### src/rtl/acc_pkg.sv
package acc_pkg;
	// register offsets (printed offsets are not multiples of four: these are indices, byte address is 4x)
	localparam logic [7:0] STATUS_CONTROL_IDX = 8'h3c;
	localparam logic [7:0] RESULT_HIGH_IDX = 8'h3d;
	localparam logic [7:0] RESULT_LOW_IDX = 8'h3e;
	localparam logic [7:0] CLOCK_CONFIG_IDX = 8'h3f;
	localparam logic [7:0] IRQ_STATUS_IDX = 8'h40;
	localparam logic [7:0] IRQ_MASK_IDX = 8'h41;
	localparam logic [7:0] CONV_DATA_IDX = 8'h42;
	// reset values
	localparam logic [7:0] STATUS_CONTROL_RST = 8'h1f;
	localparam logic [7:0] CLOCK_CONFIG_RST = 8'h00;
	// status/control fields
	localparam int SC_COMPLETE_BIT = 7;
	localparam int SC_IRQ_EN_BIT = 6;
	localparam int SC_CONT_BIT = 5;
	localparam logic [4:0] CHANNEL_OFF = 5'h1f;
	// clock config fields
	localparam int CC_LOW_POWER_BIT = 7;
	localparam int CC_DIV_LSB = 5;
	localparam int CC_INCLK_BIT = 4;
	localparam int CC_MODE_LSB = 2;
	localparam int CC_LONG_SAMPLE_BIT = 1;
	localparam int CC_ASYNC_EN_BIT = 0;
	// interrupt status bits
	localparam int IRQ_DONE_BIT = 0;
	localparam int IRQ_TRIG_LOST_BIT = 1;
	// conversion timing in converter clock ticks
	localparam int CONV_TICKS = 10;
	localparam int LONG_SAMPLE_EXTRA = 4;
	typedef enum logic [1:0] {
		ACC_MODE_8_SW = 2'h0,
		ACC_MODE_10_SW = 2'h1,
		ACC_MODE_RSVD = 2'h2,
		ACC_MODE_10_HW = 2'h3
	} acc_mode_t;
endpackage : acc_pkg
### src/rtl/acc_clk_div.sv
`timescale 1ns/1ps
// converter clock tick generator: picks input clock and divides by 1/2/4/8
module acc_clk_div (
	input wire logic clk_i,
	input wire logic rst_i,
	input wire logic restart_i,
	input wire logic alt_clk_i,
	input wire logic inclk_bus_i,
	input wire logic [1:0] div_i,
	output logic tick_o
);
	logic [2:0] alt_sync_q;
	logic src_tick;
	logic [2:0] cnt_q;
	logic [2:0] limit;

	////////////////////////////////////////////////////////////////
	// alternate clock is an outside level: three flops, edge when stages two and three differ rising
	always_ff @(posedge clk_i) begin
		if (rst_i) begin
			alt_sync_q <= 3'h0;
		end else begin
			alt_sync_q <= {alt_sync_q[1:0], alt_clk_i};
		end
	end

	// bus clock ticks every cycle; alternate ticks once per its rising edge
	assign src_tick = inclk_bus_i ? 1'b1 : (alt_sync_q[1] & ~alt_sync_q[2]);
	assign limit = 3'((4'h1 << div_i) - 4'h1);

	// divider counter, restarted so a conversion started by a status write gets a clean phase
	always_ff @(posedge clk_i) begin
		if (rst_i || restart_i) begin
			cnt_q <= 3'h0;
			tick_o <= 1'b0;
		end else if (src_tick) begin
			tick_o <= (cnt_q == limit);
			cnt_q <= (cnt_q == limit) ? 3'h0 : 3'(cnt_q + 3'h1);
		end else begin
			tick_o <= 1'b0;
		end
	end
endmodule : acc_clk_div

### src/rtl/acc_conv_ctrl.sv
// The implementer's own choice: register access over Wishbone.
`timescale 1ns/1ps
module acc_conv_ctrl (
	input wire logic clk_i,
	input wire logic rst_i,
	input wire logic [31:0] wb_adr_i,
	input wire logic [31:0] wb_dat_i,
	input wire logic [3:0] wb_sel_i,
	input wire logic wb_we_i,
	input wire logic wb_cyc_i,
	input wire logic wb_stb_i,
	output logic [31:0] wb_dat_o,
	output logic wb_ack_o,
	output logic wb_err_o,
	input wire logic alt_clk_i,
	input wire logic hw_trigger_i,
	input wire logic stop_mode_i,
	input wire logic [9:0] conv_data_i,
	output logic [4:0] channel_select_o,
	output logic converter_clock_o,
	output logic low_power_config_o,
	output logic sample_o,
	output logic busy_o,
	output logic irq_o
);
	logic [7:0] sc_q;
	logic [7:0] cc_q;
	logic [9:0] result_q;
	logic [1:0] irq_status_q;
	logic [1:0] irq_mask_q;
	logic busy_q;
	logic [4:0] tick_cnt_q;
	logic [2:0] trig_sync_q;
	logic req;
	logic [7:0] idx;
	logic wr_sc;
	logic wr_cc;
	logic rd_low;
	logic rd_high;
	logic wr_lane0;
	logic done;
	logic start;
	logic trig_rise;
	logic stop_abort;
	logic [2:0] stop_sync_q;
	logic stop_q;
	logic sw_mode;
	logic mapped;
	logic tick;
	logic [4:0] conv_len;
	acc_pkg::acc_mode_t mode;

	////////////////////////////////////////////////////////////////
	// bus decode: one-cycle ack, word index from address bits 9:2
	assign req = wb_cyc_i & wb_stb_i & ~wb_ack_o & ~wb_err_o;
	assign idx = wb_adr_i[9:2];
	assign wr_lane0 = req & wb_we_i & wb_sel_i[0];
	assign wr_sc = wr_lane0 && idx == acc_pkg::STATUS_CONTROL_IDX;
	assign wr_cc = wr_lane0 && idx == acc_pkg::CLOCK_CONFIG_IDX;
	assign rd_low = req && !wb_we_i && idx == acc_pkg::RESULT_LOW_IDX;
	assign rd_high = req && !wb_we_i && idx == acc_pkg::RESULT_HIGH_IDX;
	assign mapped = (wb_adr_i[31:10] == 22'h0) && (wb_adr_i[1:0] == 2'h0) &&
		(idx >= acc_pkg::STATUS_CONTROL_IDX) && (idx <= acc_pkg::CONV_DATA_IDX);
	assign mode = acc_pkg::acc_mode_t'(cc_q[acc_pkg::CC_MODE_LSB +: 2]);

	// read data mux; reserved and upper bits read zero
	function automatic logic [31:0] acc_read(input logic [7:0] i, input logic [7:0] sc, input logic [7:0] cc,
		input logic [9:0] res, input logic [1:0] ist, input logic [1:0] imk, input logic bsy);
		logic [31:0] r;
		r = 32'h0;
		unique case (i)
			acc_pkg::STATUS_CONTROL_IDX: r[7:0] = sc;
			acc_pkg::RESULT_HIGH_IDX: r[1:0] = res[9:8];
			acc_pkg::RESULT_LOW_IDX: r[7:0] = res[7:0];
			acc_pkg::CLOCK_CONFIG_IDX: r[7:0] = cc;
			acc_pkg::IRQ_STATUS_IDX: r[1:0] = ist;
			acc_pkg::IRQ_MASK_IDX: r[1:0] = imk;
			acc_pkg::CONV_DATA_IDX: r[0] = bsy;
			default: r = 32'h0;
		endcase
		return r;
	endfunction : acc_read

	// bus answer; unmapped addresses get err instead of ack
	always_ff @(posedge clk_i) begin
		if (rst_i) begin
			wb_ack_o <= 1'b0;
			wb_err_o <= 1'b0;
			wb_dat_o <= 32'h0;
		end else begin
			wb_ack_o <= req & mapped;
			wb_err_o <= req & ~mapped;
			wb_dat_o <= (req & mapped & ~wb_we_i) ?
				acc_read(idx, sc_q, cc_q, result_q, irq_status_q, irq_mask_q, busy_q) : 32'h0;
		end
	end

	////////////////////////////////////////////////////////////////
	// hardware trigger pin: three flops, rising edge when stage two is high and stage three still low
	always_ff @(posedge clk_i) begin
		if (rst_i) begin
			trig_sync_q <= 3'h0;
		end else begin
			trig_sync_q <= {trig_sync_q[1:0], hw_trigger_i};
		end
	end
	assign trig_rise = trig_sync_q[1] & ~trig_sync_q[2];

	// stop mode is a pin level: three flops, the level moves only when stages two and three agree
	always_ff @(posedge clk_i) begin
		if (rst_i) begin
			stop_sync_q <= 3'h0;
			stop_q <= 1'b0;
		end else begin
			stop_sync_q <= {stop_sync_q[1:0], stop_mode_i};
			if (stop_sync_q[1] == stop_sync_q[2]) begin
				stop_q <= stop_sync_q[2];
			end
		end
	end

	// stop mode halts conversion only while the async clock is off
	assign stop_abort = stop_q & ~cc_q[acc_pkg::CC_ASYNC_EN_BIT];

	// only the two software modes take a status write as a start; reserved and hardware modes do not
	assign sw_mode = (mode == acc_pkg::ACC_MODE_8_SW) || (mode == acc_pkg::ACC_MODE_10_SW);

	// start conditions per mode; channel all ones never starts
	always_comb begin
		start = 1'b0;
		if (sc_q[4:0] != acc_pkg::CHANNEL_OFF && !stop_abort) begin
			unique case (mode)
				acc_pkg::ACC_MODE_10_HW: start = trig_rise & ~busy_q;
				acc_pkg::ACC_MODE_RSVD: start = 1'b0;
				default: start = 1'b0;
			endcase
		end
	end

	////////////////////////////////////////////////////////////////
	// converter clock ticks; restart on any status or clock-config write so timing is fresh
	acc_clk_div u_div (
		.clk_i(clk_i),
		.rst_i(rst_i),
		.restart_i(wr_sc | wr_cc),
		.alt_clk_i(alt_clk_i),
		.inclk_bus_i(cc_q[acc_pkg::CC_INCLK_BIT]),
		.div_i(cc_q[acc_pkg::CC_DIV_LSB +: 2]),
		.tick_o(tick)
	);

	assign conv_len = cc_q[acc_pkg::CC_LONG_SAMPLE_BIT] ?
		5'(acc_pkg::CONV_TICKS + acc_pkg::LONG_SAMPLE_EXTRA) : 5'(acc_pkg::CONV_TICKS);
	// an aborted conversion never completes, so a write in the last tick cannot be outvoted by done
	assign done = busy_q && tick && (tick_cnt_q == conv_len - 5'h1) && !wr_sc && !wr_cc && !stop_abort;

	// conversion sequencer: a status or clock-config write always aborts what runs
	always_ff @(posedge clk_i) begin
		if (rst_i) begin
			busy_q <= 1'b0;
			tick_cnt_q <= 5'h0;
		end else if (wr_sc) begin
			busy_q <= (wb_dat_i[4:0] != acc_pkg::CHANNEL_OFF) && sw_mode;
			tick_cnt_q <= 5'h0;
		end else if (wr_cc || stop_abort) begin
			busy_q <= 1'b0;
			tick_cnt_q <= 5'h0;
		end else if (done) begin
			busy_q <= sc_q[acc_pkg::SC_CONT_BIT];
			tick_cnt_q <= 5'h0;
		end else if (start) begin
			busy_q <= 1'b1;
			tick_cnt_q <= 5'h0;
		end else if (busy_q && tick) begin
			tick_cnt_q <= 5'(tick_cnt_q + 5'h1);
		end
	end

	////////////////////////////////////////////////////////////////
	// status/control: write loads control bits, done sets complete (set wins)
	always_ff @(posedge clk_i) begin
		if (rst_i) begin
			sc_q <= acc_pkg::STATUS_CONTROL_RST;
		end else begin
			if (wr_sc) begin
				sc_q[6:0] <= wb_dat_i[6:0];
			end
			if (done) begin
				sc_q[acc_pkg::SC_COMPLETE_BIT] <= 1'b1;
			end else if (wr_sc || rd_low) begin
				sc_q[acc_pkg::SC_COMPLETE_BIT] <= 1'b0;
			end
		end
	end

	// continuous stops on clock write through the sequencer abort; the continuous bit stays set
	always_ff @(posedge clk_i) begin
		if (rst_i) begin
			cc_q <= acc_pkg::CLOCK_CONFIG_RST;
		end else if (wr_cc) begin
			cc_q <= wb_dat_i[7:0];
		end
	end

	// results: 8-bit mode keeps upper bits zero, both right-justified
	always_ff @(posedge clk_i) begin
		if (rst_i) begin
			result_q <= 10'h0;
		end else if (done) begin
			result_q <= (mode == acc_pkg::ACC_MODE_8_SW) ? {2'h0, conv_data_i[9:2]} : conv_data_i;
		end
	end

	////////////////////////////////////////////////////////////////
	// sticky interrupt status; conversion done only counts while enabled
	always_ff @(posedge clk_i) begin
		if (rst_i) begin
			irq_status_q <= 2'h0;
		end else begin
			if (done && sc_q[acc_pkg::SC_IRQ_EN_BIT]) begin
				irq_status_q[acc_pkg::IRQ_DONE_BIT] <= 1'b1;
			end else if (wr_sc || rd_low || rd_high ||
				(wr_lane0 && idx == acc_pkg::IRQ_STATUS_IDX && wb_dat_i[acc_pkg::IRQ_DONE_BIT])) begin
				irq_status_q[acc_pkg::IRQ_DONE_BIT] <= 1'b0;
			end
			if (trig_rise && busy_q && mode == acc_pkg::ACC_MODE_10_HW) begin
				irq_status_q[acc_pkg::IRQ_TRIG_LOST_BIT] <= 1'b1;
			end else if (wr_lane0 && idx == acc_pkg::IRQ_STATUS_IDX && wb_dat_i[acc_pkg::IRQ_TRIG_LOST_BIT]) begin
				irq_status_q[acc_pkg::IRQ_TRIG_LOST_BIT] <= 1'b0;
			end
		end
	end

	// mask register: 1 lets the event reach irq_o
	always_ff @(posedge clk_i) begin
		if (rst_i) begin
			irq_mask_q <= 2'h1;
		end else if (wr_lane0 && idx == acc_pkg::IRQ_MASK_IDX) begin
			irq_mask_q <= wb_dat_i[1:0];
		end
	end

	////////////////////////////////////////////////////////////////
	// outputs straight from flops; irq lags status by one cycle
	always_ff @(posedge clk_i) begin
		if (rst_i) begin
			irq_o <= 1'b0;
			channel_select_o <= acc_pkg::STATUS_CONTROL_RST[4:0];
			converter_clock_o <= 1'b0;
			low_power_config_o <= 1'b0;
			sample_o <= 1'b0;
			busy_o <= 1'b0;
		end else begin
			irq_o <= |(irq_status_q & irq_mask_q);
			channel_select_o <= sc_q[4:0];
			converter_clock_o <= tick & busy_q;
			low_power_config_o <= cc_q[acc_pkg::CC_LOW_POWER_BIT];
			sample_o <= done;
			busy_o <= busy_q;
		end
	end
endmodule : acc_conv_ctrl

### config.mk
export PLATFORM = sky130hd
export DESIGN_NAME = acc_conv_ctrl
export DESIGN_NICKNAME = d
export VERILOG_FILES = /design/src/rtl/acc_pkg.sv /design/src/rtl/acc_clk_div.sv /design/src/rtl/acc_conv_ctrl.sv
export SDC_FILE = /design/constraint.sdc
export NUM_CORES = 1
export LEC_CHECK = 0
export BUFFER_PORTS_ARGS = -buffer_cell sky130_fd_sc_hd__buf_2
export CELL_PAD_IN_SITES_DETAIL_PLACEMENT = 1
export CELL_PAD_IN_SITES_GLOBAL_PLACEMENT = 1
export CORE_UTILIZATION = 35
export DETAILED_ROUTE_END_ITERATION = 8
export PLACE_DENSITY = 0.86
export SLEW_MARGIN = 15
export SYNTH_ARGS = -nofsm -noshare
export SYNTH_HDL_FRONTEND = slang
export SYNTH_SLANG_ARGS = --single-unit
### constraint.sdc
create_clock -name clk_i -period 2.4 [get_ports clk_i]
set_input_delay 0.24 -clock clk_i [delete_from_list [all_inputs] [get_ports clk_i]]
set_output_delay 0.24 -clock clk_i [all_outputs]
set_load 0.03 [all_outputs]
==> metrics.csv <==
metric,value,unit
Post-synth EDFFs,0,
DRT Wirelength,9.274,mm
"Seq/Total Area, Yosys",41.96,%
Max clock buf depth,2,
leakage,1.635,nW
met3 wire length,577,um
met2 wire len,4.465,mm
Die ar.,0.009936,mm^2
final cell count without fillers,570,
R2R setup slack,570,ps
Post-CTS Hold Fix Bufs,0,
dpl cells,556,
DPL Wire Length,6.877,mm
Relative slew margins,53.75,%
WP data required,2680,ps
fin crit period,1827,ps
via/cell ratio,5.184,
DIE HEIGHT,99.68,um
final core utilization,42.40,%
prevailing post-synth register cell,dfxtp_1,
vias in the first global route,3029,
crit path launch type,flip-flop,
row cnt,35,
Cells after Synth,364,
Area Overhead vs Synth,17.31,%
Yosys warnings,0,
critical path type,reg -> reg,
Pre-antenna DRT Iters,4,
Max Cap Viol,0,
Worst R2R Path Depth,4,
max layer used,met4,
Root Driver,clkbuf_8,
Syn Std Cell Area,0.003339,mm^2
Tot GR Track Use,19.63,%
worst-path maximum fanout,6,
share of cells above drive strength 1,26.30,%
H-tree depth,3,
Remaining DRCs,0,
Final Hold Fails,0,
CTS Buf Count,9,
Worst VDD drop,228.1,uV
DP Worst Slack,456.4,ps
clk slew on worst S/H paths,70,ps
RSZ-0062 raised after global routing,no,
Placed Area,0.003744,mm^2
routed length per instance,16.27,um
skew final,11.64,ps
Clock Sinks,70,
worst slew pin tran,691.1,ps
core area,0.009240,mm^2
Design Power,2.259,mW
synth unique cells,58,
setup slack after layout,573.2,ps
I/O pin count,130,
largest net degree at the start of global routing,41,
crit-path max cell delay,590,ps
ys async rst share,0,%
PD cells,576.6,mW/mm^2
CP Cell Sequence,and4bb_2 -> a41o_1 -> or4b_4 -> a211oi_2,
Hold Path Class,in -> reg,
antenna-violating nets left,0,
synthesized flop and latch total,70,
initial antenna violation count,0,
element type at the critical path end,flip-flop,
Final nets,527,
Final GP Congestion,0.8998,
"Clk Latency, worst-skew pair",350,ps
worst r2r src,wb_err_o,
f_max,0.5474,GHz
post-layout instance area,0.003918,mm^2
total grt overflow,0,
final worst path period share,76.12,%
first-iteration detailed-routing DRC count,132,
vias post-DR,2955,
worst hold path stage count,2,
"Setup violations, final",0,
critical path launch point,wb_err_o,
Initial Util,36.14,%
post-cts resize count,0,
reg2reg end,tick_cnt_q[1],
M1 WL,4.043,mm
Critical Path Slowest Stage Cell,or4b_4,
Setup TNS Final,0,ps
first-pass GRT wire length,14.85,mm
Syn Area/Cell,9.174,um^2
Die Span X,99.68,um
fill cell count,1126,
diode count,0,
PortBufs,78,
CTS tree,built,
Post-CTS Setup Repair Bufs,0,
"Slew Viols, Final",0,
worst endpoint data arrival time,2100,ps
status,"complete, no violations",
end of the critical path,tick_cnt_q[1],
hold_ws,96.13,ps
[area by class of cell]
cell class              instances  area (um^2)  area share (%)
clock buffers                  13        168.9           4.312
clock inverters                 1        5.005          0.1278
inverters                       4        15.01          0.3833
multi-input cells             268         1723           43.98
flip-flops and latches         70         1401           35.77
well taps                     129        161.4           4.120
repair buffers                 85        442.9           11.31
[synthesized netlist by cell type (all sizes together) (2+ instances only)]
cell,number,area (um^2)
o41ai,2,36.29
xnor2,3,26.28
or2,6,37.54
a21oi,16,80.08
and2,4,27.53
a311oi,9,78.83
nand3,2,10.01
clkbuf,10,37.54
xor2,5,43.79
and3,3,18.77
a31oi,11,68.82
nand4,8,50.05
mux2i,21,210.2
dfxtp,70,1401
or3,2,12.51
inv,4,15.01
o21ai,12,60.06
nand2b,2,12.51
buf,35,249.0
mux4,2,45.04
and4b,2,20.02
nor2,26,97.59
and4,4,37.54
a22oi,3,22.52
nand2,40,150.1
ha,3,37.54
nand3b,3,22.52
nand4bb,2,22.52
nor3,13,76.33
nor2b,13,81.33
nor4,11,90.08
[layout by cell type, fill, tap and decap left out, types with 4 or more instances in the layout]
master	Yosys	final
buf_2	7	78
nor3_1	12	12
clkbuf_8	0	12
nand4_1	8	8
nor2_1	26	26
dfxtp_1	70	70
a311oi_1	9	9
a21oi_1	16	16
a31oi_1	11	11
conb_1	1	24
nor2b_1	13	13
nor4_1	9	9
inv_1	4	4
xor2_1	5	5
mux2i_1	21	21
o21ai_0	12	12
buf_4	25	7
nand2_1	40	40
or2_2	5	5
[metal layers]
layer / vias to the layer above / GRT usage (%)
li1: 1408 / -
met1: 1425 / 22.95
met2: 104 / 33.47
met3: 18 / 5.411
met4: 0 / 8.710
met5: - / 0
[sequential cells by signal (all words and copies together), names as in the netlist, 5 cells and up]
register          count
sc_q                  8
cc_q                  8
tick_cnt_q            5
wb_dat_o              8
result_q             10
channel_select_o      5
[kinds of logic (layout without fill, tap and decap cells)]
group	count (synthesis)	count (layout)	synth area share, %
XOR/XNOR	8	8	2.098
AND/OR/NAND/NOR	145	145	24.32
other	1	24	0.1123
buffers and inverters	49	103	9.029
adder cells (fa/ha/maj)	3	3	1.124
AO/OA/AOI/OAI	65	65	13.71
multiplexers	23	23	7.643
flip-flops	70	70	41.96
[power breakdown]
part | leakage (nW) | internal (mW) | switching (mW)
combinational | 0.978 | 0.0692 | 0.145
sequential | 0.566 | 1.17 | 0.00438
clock | 0.0914 | 0.447 | 0.424
[worst min path at each step]
stage,to,slack [ps],startpoint
floorplan,irq_mask_q[0],370,wb_dat_i[0]
global placement,u_div.alt_sync_q[1],420,u_div.alt_sync_q[0]
detailed placement,stop_sync_q[1],420,stop_sync_q[0]
CTS,trig_sync_q[0],90,hw_trigger_i
global route,trig_sync_q[0],100,hw_trigger_i
finish,trig_sync_q[0],100,hw_trigger_i
[worst max-delay path, delay by kind of cell, from the launching register on]
family / cells / cell delay [ps]
AOI/OAI and AO/OA: 2 / 510
and+or+nand+nor: 2 / 890
DFF: 1 / 350
(Power assumes the default switching activity.)
